### src/hpbr_pkg.sv
// Package with constants for the burst read host controller
package hpbr_pkg;
    localparam int ADDR_W = 12;
    localparam int DATA_W = 8;
    localparam int LEN_W = 8;
    // Address setup before the latch strobe falls, in ns
    localparam int ADDR_SETUP_NS = 100;
    localparam int CLK_PERIOD_NS = 100;
    localparam int ADDR_SETUP_CYC = (ADDR_SETUP_NS + CLK_PERIOD_NS - 1) / CLK_PERIOD_NS;
    // Ready wait limit in cycles before the read is abandoned
    localparam int READY_TIMEOUT_CYC = 255;
    // Idle levels of the port pins
    localparam logic CS_IDLE_N = 1'b1;
    localparam logic STROBE_IDLE_N = 1'b1;
    localparam logic ALS_IDLE = 1'b0;
    localparam logic BUS_STYLE_LATCHED = 1'b0;
    localparam logic [7:0] ZERO_BYTE = 8'h00;
endpackage : hpbr_pkg

### src/hpbr_host.sv
// Host controller that runs read bursts on a latched-address parallel port
//
// Behaviour
// - Every cycle of a burst here is a read; no write is mixed in.
// - A burst covers one contiguous address range given by start and length.
// - The burst starts at its lowest address and the device steps upward.
// - The address is driven only for the first access and then left unchanged.
// - The host drives the start address and pulls chip select low together.
// - The latch strobe goes high, then low after address setup, to latch.
// - The latch strobe stays low for the rest of the burst.
// - A read is marked by pulling the read strobe low; the device drives data.
// - The host waits for ready high, or for the wait limit, before raising the read strobe.
// - Later reads lower the read strobe only; the device increments its address.
`timescale 1ns/1ns
module hpbr_host #(
    parameter int ADDR_SETUP = hpbr_pkg::ADDR_SETUP_CYC,
    parameter int READY_TIMEOUT = hpbr_pkg::READY_TIMEOUT_CYC
) (
    // Clock and reset
    input wire logic I_CORE_CLK,
    input wire logic I_RESET,
    // User request
    input wire logic i_START,
    input wire logic [hpbr_pkg::ADDR_W-1:0] i_START_ADDR,
    input wire logic [hpbr_pkg::LEN_W-1:0] i_LENGTH,
    output logic o_BUSY,
    output logic o_DATA_VALID,
    output logic [hpbr_pkg::DATA_W-1:0] o_DATA,
    output logic o_DONE,
    output logic o_TIMEOUT,
    // Device port
    output logic [hpbr_pkg::ADDR_W-1:0] o_ADDR,
    output logic o_CHIP_SELECT_N,
    output logic o_ADDRESS_LATCH_STROBE,
    output logic o_READ_STROBE_N,
    output logic o_WRITE_STROBE_N,
    output logic o_BUS_STYLE_SELECT,
    input wire logic [hpbr_pkg::DATA_W-1:0] i_DATA,
    output logic [hpbr_pkg::DATA_W-1:0] o_DATA_OUT,
    output logic o_DATA_OE_N,
    input wire logic i_READY_ACK
);
    typedef enum logic [6:0] {
        ST_IDLE   = 7'b0000001,
        ST_LATCH  = 7'b0000010,
        ST_SETUP  = 7'b0000100,
        ST_STROBE = 7'b0001000,
        ST_WAITLO = 7'b0010000,
        ST_WAITHI = 7'b0100000,
        ST_END    = 7'b1000000
    } hpbr_state_t;

    hpbr_state_t state;
    logic [hpbr_pkg::LEN_W-1:0] remaining;
    logic [8:0] timer;
    logic take_start;
    logic wait_phase;
    logic ready_seen;
    logic wait_expired;
    logic last_byte;
    logic setup_over;

    // Step a wait count by one
    function automatic logic [8:0] step_count(input logic [8:0] value);
        return value + 9'h001;
    endfunction : step_count

    // Start taken only in idle and only for a non-empty burst
    assign take_start = (state == ST_IDLE) && i_START && (i_LENGTH != '0);
    // Cycles in which ready is sampled
    assign wait_phase = (state == ST_WAITLO) || (state == ST_WAITHI);
    // Ready counts once seen low first, or on the second sample
    assign ready_seen = wait_phase && i_READY_ACK && (state == ST_WAITHI || timer != '0);
    // Wait limit reached with no usable ready
    assign wait_expired = wait_phase && !ready_seen && (timer >= 9'(READY_TIMEOUT));
    // No more reads owed, or the burst was cut short
    assign last_byte = (remaining == '0) || o_TIMEOUT;
    // Address has had its setup time under the raised latch strobe
    assign setup_over = (state == ST_LATCH) && (step_count(timer) >= 9'(ADDR_SETUP));

    // Sequencer state
    always_ff @(posedge I_CORE_CLK) begin
        if (I_RESET) begin
            state <= ST_IDLE;
        end else begin
            unique case (state)
                ST_IDLE: begin
                    if (take_start) begin
                        state <= ST_LATCH;
                    end
                end
                ST_LATCH: begin
                    if (setup_over) begin
                        state <= ST_SETUP;
                    end
                end
                ST_SETUP: begin
                    state <= ST_STROBE;
                end
                ST_STROBE: begin
                    // One cycle for the device to pull ready low
                    state <= ST_WAITLO;
                end
                ST_WAITLO, ST_WAITHI: begin
                    if (ready_seen || wait_expired) begin
                        state <= ST_END;
                    end else if (!i_READY_ACK) begin
                        state <= ST_WAITHI;
                    end
                end
                ST_END: begin
                    if (last_byte) begin
                        state <= ST_IDLE;
                    end else begin
                        state <= ST_STROBE;
                    end
                end
                default: begin
                    state <= ST_IDLE;
                end
            endcase
        end
    end

    // Wait counter for address setup and for ready
    always_ff @(posedge I_CORE_CLK) begin
        if (I_RESET) begin
            timer <= '0;
        end else if (state == ST_LATCH || wait_phase) begin
            timer <= step_count(timer);
        end else begin
            timer <= '0;
        end
    end

    // Reads still owed in this burst
    always_ff @(posedge I_CORE_CLK) begin
        if (I_RESET) begin
            remaining <= '0;
        end else if (take_start) begin
            remaining <= i_LENGTH;
        end else if (ready_seen) begin
            remaining <= remaining - 8'h01;
        end else if (wait_expired) begin
            // Leaves one; o_TIMEOUT makes last_byte true, so the burst closes without another read
            remaining <= 8'h01;
        end
    end

    // Address pins and chip select
    always_ff @(posedge I_CORE_CLK) begin
        if (I_RESET) begin
            o_ADDR <= '0;
            o_CHIP_SELECT_N <= hpbr_pkg::CS_IDLE_N;
        end else if (take_start) begin
            o_ADDR <= i_START_ADDR;
            o_CHIP_SELECT_N <= 1'b0;
        end else if (state == ST_END && last_byte) begin
            o_CHIP_SELECT_N <= hpbr_pkg::CS_IDLE_N;
        end
    end

    // Latch strobe: pass, latch, hold low, rise to close
    always_ff @(posedge I_CORE_CLK) begin
        if (I_RESET) begin
            o_ADDRESS_LATCH_STROBE <= hpbr_pkg::ALS_IDLE;
        end else if (take_start) begin
            o_ADDRESS_LATCH_STROBE <= 1'b1;
        end else if (setup_over) begin
            o_ADDRESS_LATCH_STROBE <= 1'b0;
        end else if (state == ST_END && last_byte) begin
            o_ADDRESS_LATCH_STROBE <= 1'b1;
        end else if (state == ST_IDLE && !i_START) begin
            // Back to its idle level one cycle after the close
            o_ADDRESS_LATCH_STROBE <= hpbr_pkg::ALS_IDLE;
        end
    end

    // Read strobe, released only on ready or on the wait limit
    always_ff @(posedge I_CORE_CLK) begin
        if (I_RESET) begin
            o_READ_STROBE_N <= hpbr_pkg::STROBE_IDLE_N;
        end else if (state == ST_SETUP) begin
            o_READ_STROBE_N <= 1'b0;
        end else if (ready_seen || wait_expired) begin
            o_READ_STROBE_N <= hpbr_pkg::STROBE_IDLE_N;
        end else if (state == ST_END && !last_byte) begin
            // Address pins untouched; device increments itself
            o_READ_STROBE_N <= 1'b0;
        end
    end

    // Captured byte and its one-cycle marker
    always_ff @(posedge I_CORE_CLK) begin
        if (I_RESET) begin
            o_DATA_VALID <= 1'b0;
            o_DATA <= hpbr_pkg::ZERO_BYTE;
        end else begin
            o_DATA_VALID <= ready_seen;
            if (ready_seen) begin
                o_DATA <= i_DATA;
            end
        end
    end

    // Busy, done and timeout status
    always_ff @(posedge I_CORE_CLK) begin
        if (I_RESET) begin
            o_BUSY <= 1'b0;
            o_DONE <= 1'b0;
            o_TIMEOUT <= 1'b0;
        end else begin
            o_DONE <= (state == ST_END) && last_byte;
            if (take_start) begin
                o_BUSY <= 1'b1;
            end else if (state == ST_END && last_byte) begin
                o_BUSY <= 1'b0;
            end
            // Set and idle clear never meet in one cycle
            if (wait_expired) begin
                o_TIMEOUT <= 1'b1;
            end else if (state == ST_IDLE) begin
                o_TIMEOUT <= 1'b0;
            end
        end
    end

    // Fixed pins: write strobe idle, data bus never driven, latched style
    always_ff @(posedge I_CORE_CLK) begin
        if (I_RESET) begin
            o_WRITE_STROBE_N <= hpbr_pkg::STROBE_IDLE_N;
            o_DATA_OE_N <= 1'b1;
            o_DATA_OUT <= hpbr_pkg::ZERO_BYTE;
            o_BUS_STYLE_SELECT <= hpbr_pkg::BUS_STYLE_LATCHED;
        end else begin
            o_WRITE_STROBE_N <= hpbr_pkg::STROBE_IDLE_N;
            o_DATA_OE_N <= 1'b1;
            o_DATA_OUT <= hpbr_pkg::ZERO_BYTE;
            o_BUS_STYLE_SELECT <= hpbr_pkg::BUS_STYLE_LATCHED;
        end
    end
endmodule : hpbr_host

### config.mk
export PLATFORM = sky130hd
export DESIGN_NAME = hpbr_host
export DESIGN_NICKNAME = d
export VERILOG_FILES = /design/src/hpbr_pkg.sv /design/src/hpbr_host.sv
export SDC_FILE = /design/constraint.sdc
export NUM_CORES = 1
export LEC_CHECK = 0
export BUFFER_PORTS_ARGS = -buffer_cell sky130_fd_sc_hd__buf_2
export CAP_MARGIN = 20
export CELL_PAD_IN_SITES_DETAIL_PLACEMENT = 0
export CELL_PAD_IN_SITES_GLOBAL_PLACEMENT = 1
export CORE_ASPECT_RATIO = 0.5
export CORE_MARGIN = 2
export CORE_UTILIZATION = 25
export CTS_CLUSTER_SIZE = 25
export DETAILED_ROUTE_END_ITERATION = 16
export PLACE_DENSITY = 0.64
export SYNTH_ARGS = -nofsm -noshare
export SYNTH_HDL_FRONTEND = slang
export SYNTH_SLANG_ARGS = --single-unit
### constraint.sdc
create_clock -name I_CORE_CLK -period 5.8 [get_ports I_CORE_CLK]
set_input_delay 0.58 -clock I_CORE_CLK [delete_from_list [all_inputs] [get_ports I_CORE_CLK]]
set_output_delay 0.58 -clock I_CORE_CLK [all_outputs]
set_load 0.05 [all_outputs]
==> out/qor.yml, run 1 <==
run_status:
  status: "completed"
placed_design:
  portBuffers: 58
  placed_cells: 471
  dp_hpwl_um: 4610
  postPlaceCellArea_sq_um: 2820
  globalplace.congestion: 0.761
worst_setup_path:
  worstSetupEndpointType: "flop"
  crit_path_start_kind: "flop"
  required_ps: 6040
  cp.arrival_ps: 2590
  worst-path-buf-inv: 1
  rr_worst_depth: 7
  path_depth: 7
  crit_chain: "inv_1, ha_1, nor4b_1, nand4_1, nand3_1, a21oi_1, a32o_1"
  cp_top_family: "compound AO/OA/AOI/OAI gates"
  slowest_delay_ps: 570
  slowest_stage: "a21oi_1"
  path_max_fanout: 14
  path_class: "reg -> reg"
route:
  via_count: 2191
  via_per_inst: 4.57
  dr.pass1.iters: 4
  wirelength_um: 6420
  ant_nets: 0
  drt_iter0_drc: 178
  wl_per_cell_um: 13.4
  remaining_drc_errors: 0
pwr:
  p_leak_uw: 0.00119
  power.density_cell_area_nw_per_um2: 293
  peakVddDrop_mv: 0.127
grt:
  grt-ovfl-total: 0
  grt_pass1_vias: 2044
  groute.usage.overall_pct: 12.6
  grt_max_degree: 31
  grt_pass1_wl_um: 10600
  antenna_found_initial: 0
sta:
  min_period_over_period_pct: 40.6
  max_freq_ghz: 0.425
  setup_tns_ps: 0
  worst_slew_pin_slew_ps: 688
  hold_viol: 0
  finalCriticalPeriod_ps: 2350
  holdWs_ps: 456
  slew_violations: 0
  rsz0062_at_grt: "false"
  setup_violations: 0
  slew_headroom_pct: 54.1
  clock_skew_ps: 8.45
finish:
  final.fill_count: 1054
  fin_cells: 479
  fin_area_sq_um: 2990
  num_antenna_cells: 0
  multiInputGateArea_sq_um: 1290
  final_layout_size_suffix_gt1_share_pct: 23.0
  syn_to_final_growth_pct: 21.8
  layout.nets: 380
  regArea_sq_um: 1020
floorplanning:
  die_x_um: 144
  pin_count: 70
  start_util_pct: 25.8
  die_y_um: 74.1
  core_sq_um: 9510
  rows: 25
  die_area_sq_um: 10700
synthesis:
  ys_seq_area_share_pct: 41.5
  syn_area_sq_um: 2460
  synth_edf_count: 0
  synth_cell_types: 53
  ys.flop_type: "dfxtp_1"
  synth_top_cell_by_area: "dfxtp_1"
  avgSynthCellArea_sq_um: 8.44
  syn_inst: 291
  ys_warn_count: 0
  yosys.area.top_type_share_pct: 41.5
  synthArstFlopShare_pct: 0
  synth-seq-cells: 51
  synth.area.top_cells: "dfxtp_1, nand2_1, a21oi_1"
hold_path:
  hold_class: "reg -> reg"
  min_delay_path_depth: 2
clock_tree:
  holdBufCountCts: 0
  cts_setup_buffers: 0
  clkTransAtPathRegs_ps: 70
  cts_buffers: 5
  cts_max_level: 2
  ctsRootBufferMaster: "clkbuf_16"
  clkLatencyLatePin_ps: 290
  clockBufferDepth: 2
  cts.repair.resized: 0
  cts_tree: "yes"
  clock_sinks: 51
run:
  cap_violations: 0
## Yosys cell counts, drive strengths merged, types with 7 or more instances
cell and n:
nor2 27, nand2 47, nand3 15, inv 9, o21ai 8, a32o 7, a21oi 25, clkbuf 7
dfxtp 51, buf 17
## worst min-delay path, cell delays in order, from the launching register on
cell and delay (ps):
dfxtp_1 310, nand2_1 50, a21oi_1 50
## final cells by class
type,instances,area share (%)
Multi-Input combinational cell,216,43.1
Sequential cell,51,34.1
Timing Repair Buffer,60,10.3
Tap cell,135,5.64
Clock buffer,5,4.18
Clock inverter,3,1.46
Inverter,9,1.13
## final timing paths
path | start | slack, ps | to
max | timer[0] | 3450 | remaining[4]
min | o_DATA[7] | 460 | o_DATA[7]
max reg2reg | timer[0] | 3450 | remaining[4]
min reg2reg | o_DATA[7] | 460 | o_DATA[7]
## layout by cell type, fill, tap and decap left out, types with 5 or more instances in the layout
master	n
dfxtp_1	51
ha_1	5
nor2_1	27
a32o_1	7
xnor2_1	5
buf_2	58
nand2_1	47
o21ai_0	7
inv_1	9
xor2_1	5
clkbuf_16	5
a21oi_1	25
nor3_1	5
conb_1	11
nand3_1	15
## metrics by stage
step / setup WS (ps) / utilization [%] / power (uW)
floorplan: 3830 / - / 515
global route: 3190 / 31.5 / 922
finish: 3450 / 31.5 / 877
global placement: 3260 / 29.6 / 550
detailed placement: 3440 / 29.7 / 549
CTS: 3420 / 31.5 / 891
## power by group
group | switching (uW) | internal [uW]
combinational | 113 | 47.3
clock | 132 | 204
sequential | 13.7 | 368
## state kept, by name, indices dropped and copies added (netlist names), 7 cells and up
signal     cells
o_ADDR        12
timer          9
o_DATA         8
remaining      8
state          7
## kinds of logic (layout without fill, tap and decap cells)
| kind of cell | Yosys count | count (layout) | share of synthesized area [%] |
|---|---|---|---|
| AND/OR/NAND/NOR | 127 | 127 | 26.7 |
| AO/OA/AOI/OAI | 63 | 63 | 18.0 |
| flip-flops | 51 | 51 | 41.5 |
| buffers and inverters | 33 | 77 | 7.28 |
| XOR/XNOR | 10 | 10 | 3.56 |
| adder cells (fa/ha/maj) | 5 | 5 | 2.55 |
| other | 2 | 11 | 0.306 |
## metal layers
layer	track usage (%)	wire length, um	share of wire [%]
met1	17.9	3330	52
met3	2.51	210	3.3
met2	19.9	2830	44
met5	0	0	0
met4	3.24	48	0.75
No activity file was read; power rests on OpenSTA's default activity.
==> run 2: changes to the inputs <==
clock period = 2.26 ns   (was 5.8 ns; I/O delays follow)
==> out/qor.yml, run 2 (same netlist as run 1, synthesis figures left out) <==
run_status:
  status: "completed"  # unchanged
route:
  wirelength_um: 6270  # was 6420 um
  remaining_drc_errors: 0  # unchanged
  dr.pass1.iters: 4  # unchanged
  via_per_inst: 4.49  # was 4.57
  drt_iter0_drc: 119  # was 178
  wl_per_cell_um: 12.9  # was 13.4 um
  ant_nets: 0  # unchanged
  via_count: 2189  # was 2191
worst_setup_path:
  worstSetupStartpoint: "timer[0]"  # unchanged
  required_ps: 2440  # was 6040 ps
  worstSetupEndpointType: "flop"  # unchanged
  worstReg2RegStart: "timer[0]"  # unchanged
  crit_chain: "ha_1, xor2_1, or4_4, a2111oi_4, a21bo_2, o21ba_2"  # was inv_1, ha_1, nor4b_1, nand4_1, nand3_1, a21oi_1, a32o_1
  slowest_delay_ps: 450  # was 570 ps
  path_class: "reg -> reg"  # unchanged
  crit_path_start_kind: "flop"  # unchanged
  path_max_fanout: 6  # was 14
  slowest_stage: "or4_4"  # was a21oi_1
  cp.arrival_ps: 2260  # was 2590 ps
sta:
  hold_viol: 0  # unchanged
  setup_violations: 0  # unchanged
  clock_skew_ps: 4.88  # was 8.45 ps
  slew_violations: 0  # unchanged
  setup_tns_ps: 0  # unchanged
  rsz0062_at_grt: "false"  # unchanged
  slew_headroom_pct: 66.7  # was 54.1%
  worst_slew_pin_slew_ps: 492  # was 688 ps
  max_freq_ghz: 0.481  # was 0.425 GHz
  finalCriticalPeriod_ps: 2080  # was 2350 ps
  min_period_over_period_pct: 92.1  # was 40.6%
pwr:
  switching_share_pct: 29.2  # was 29.5%
  power.density_cell_area_nw_per_um2: 738  # was 293 nW/um^2
  p_int_uw: 1600  # was 619 uW
  p_switching_uw: 659  # was 259 uW
  seq_power_share_pct: 43.3  # was 43.5%
  clkPwrFrac_pct: 38.0  # was 38.2%
  peakVddDrop_mv: 0.468  # was 0.127 mV
  p_leak_uw: 0.00123  # was 0.00119 uW
  comb_power_share_pct: 18.8  # was 18.3%
floorplanning:
  die_y_um: 74.1  # unchanged
  die_area_sq_um: 10700  # unchanged
  start_util_pct: 25.8  # unchanged
  die_x_um: 144  # unchanged
  core_sq_um: 9510  # unchanged
  rows: 25  # unchanged
  pin_count: 70  # unchanged
finish:
  syn_to_final_growth_pct: 24.4  # was 21.8%
  regMostFlops: "o_ADDR"  # unchanged
  reg.largest.list: "o_ADDR (12), timer (9)"  # unchanged
  layout.nets: 389  # was 380
  num_antenna_cells: 0  # unchanged
  utilization_pct: 32.1  # was 31.5%
  final_layout_size_suffix_gt1_share_pct: 24.9  # was 23.0%
  largest_reg_flops: 12  # unchanged
  final_common_cell: "buf_2"  # unchanged
  final_cell_mix: "buf_2, dfxtp_1, nand2_1"  # unchanged
placed_design:
  portBuffers: 58  # unchanged
  globalplace.congestion: 0.761  # about the same
  dp_hpwl_um: 4710  # was 4610 um
grt:
  antenna_found_initial: 0  # unchanged
  grt-ovfl-total: 0  # unchanged
  grt_max_degree: 30  # was 31
  groute.usage.overall_pct: 12.3  # was 12.6%
  grt_pass1_vias: 2035  # was 2044
  grt_pass1_wl_um: 10300  # was 10600 um
hold_path:
  worst_hold_startpoint: "i_READY_ACK"  # was o_DATA[7]
  hold_class: "in -> reg"  # was reg -> reg
clock_tree:
  cts_setup_buffers: 0  # unchanged
  clkTransAtPathRegs_ps: 70  # about the same
  clock_sinks: 51  # unchanged
  cts_max_level: 2  # unchanged
  cts_tree: "yes"  # unchanged
  holdBufCountCts: 0  # unchanged
  ctsRootBufferMaster: "clkbuf_16"  # unchanged
  cts.repair.resized: 0  # unchanged
  clkLatencyLatePin_ps: 290  # about the same
  clockBufferDepth: 2  # unchanged
  cts_buffers: 5  # unchanged
run:
  cap_violations: 0  # unchanged
run 2: cell types whose count changed in the layout (fill, tap and decap cells not counted):
| cell | change |
|---|---|
| buf_6 | -1 |
| buf_4 | +10 |
run 2: stage by stage:
step | power, uW | instances | instance area, sq um | setup WS, ps | hold WS [ps]
after global placement | 1420 | 480 | 2890 | 225 | 443
after detailed placement | 1420 | 480 | 2890 | 187 | 444
after global routing | 2370 | 488 | 3060 | 35.5 | 162
after CTS | 2290 | 488 | 3060 | 179 | 144
after floorplan | 1320 | 300 | 2490 | 286 | 303
final | 2260 | 488 | 3060 | 180 | 163
run 2: critical path: cells and delay by family, from the launching register on:
kind                     cells  cell delay [ps]
flip-flops                   1              380
XOR/XNOR                     1              170
AND/OR/NAND/NOR              1              450
adder cells (fa/ha/maj)      1              280
AO/OA/AOI/OAI                3              680
run 2: layout make-up:
cell class	instances	area, sq um
Fill cell	1022	6450
Inverter	9	33.8
Sequential cell	51	1020
Timing Repair Buffer	69	373
Clock inverter	3	43.8
Tap cell	135	169
Clock buffer	5	125
Multi-Input combinational cell	216	1290
run 2: per-layer routing:
| metal | vias up | track usage (%) | wire length (um) |
|---|---|---|---|
| li1 | 1135 | - | - |
| met1 | 997 | 16.7 | 3230 |
| met2 | 55 | 20.2 | 2760 |
| met3 | 2 | 2.90 | 246 |
| met4 | 0 | 2.91 | 34 |
| met5 | - | 0 | 0 |
run 2: final timing paths:
| path | end | slack, ps | depth (start not counted) |
|---|---|---|---|
| max | state[4] | 180 | 6 |
| min | state[5] | 160 | 2 |
| max reg2reg | state[4] | 180 | 6 |
| min reg2reg | o_DATA[7] | 450 | 2 |
run 2: power by group through the flow:
stage,clock [uW],combinational [uW],sequential (uW)
2_1_floorplan,0,241,1080
3_3_place_gp,0,428,997
4_1_cts,885,427,976
6_report,857,424,977
3_5_place_dp,0,425,997
5_1_grt,926,463,983
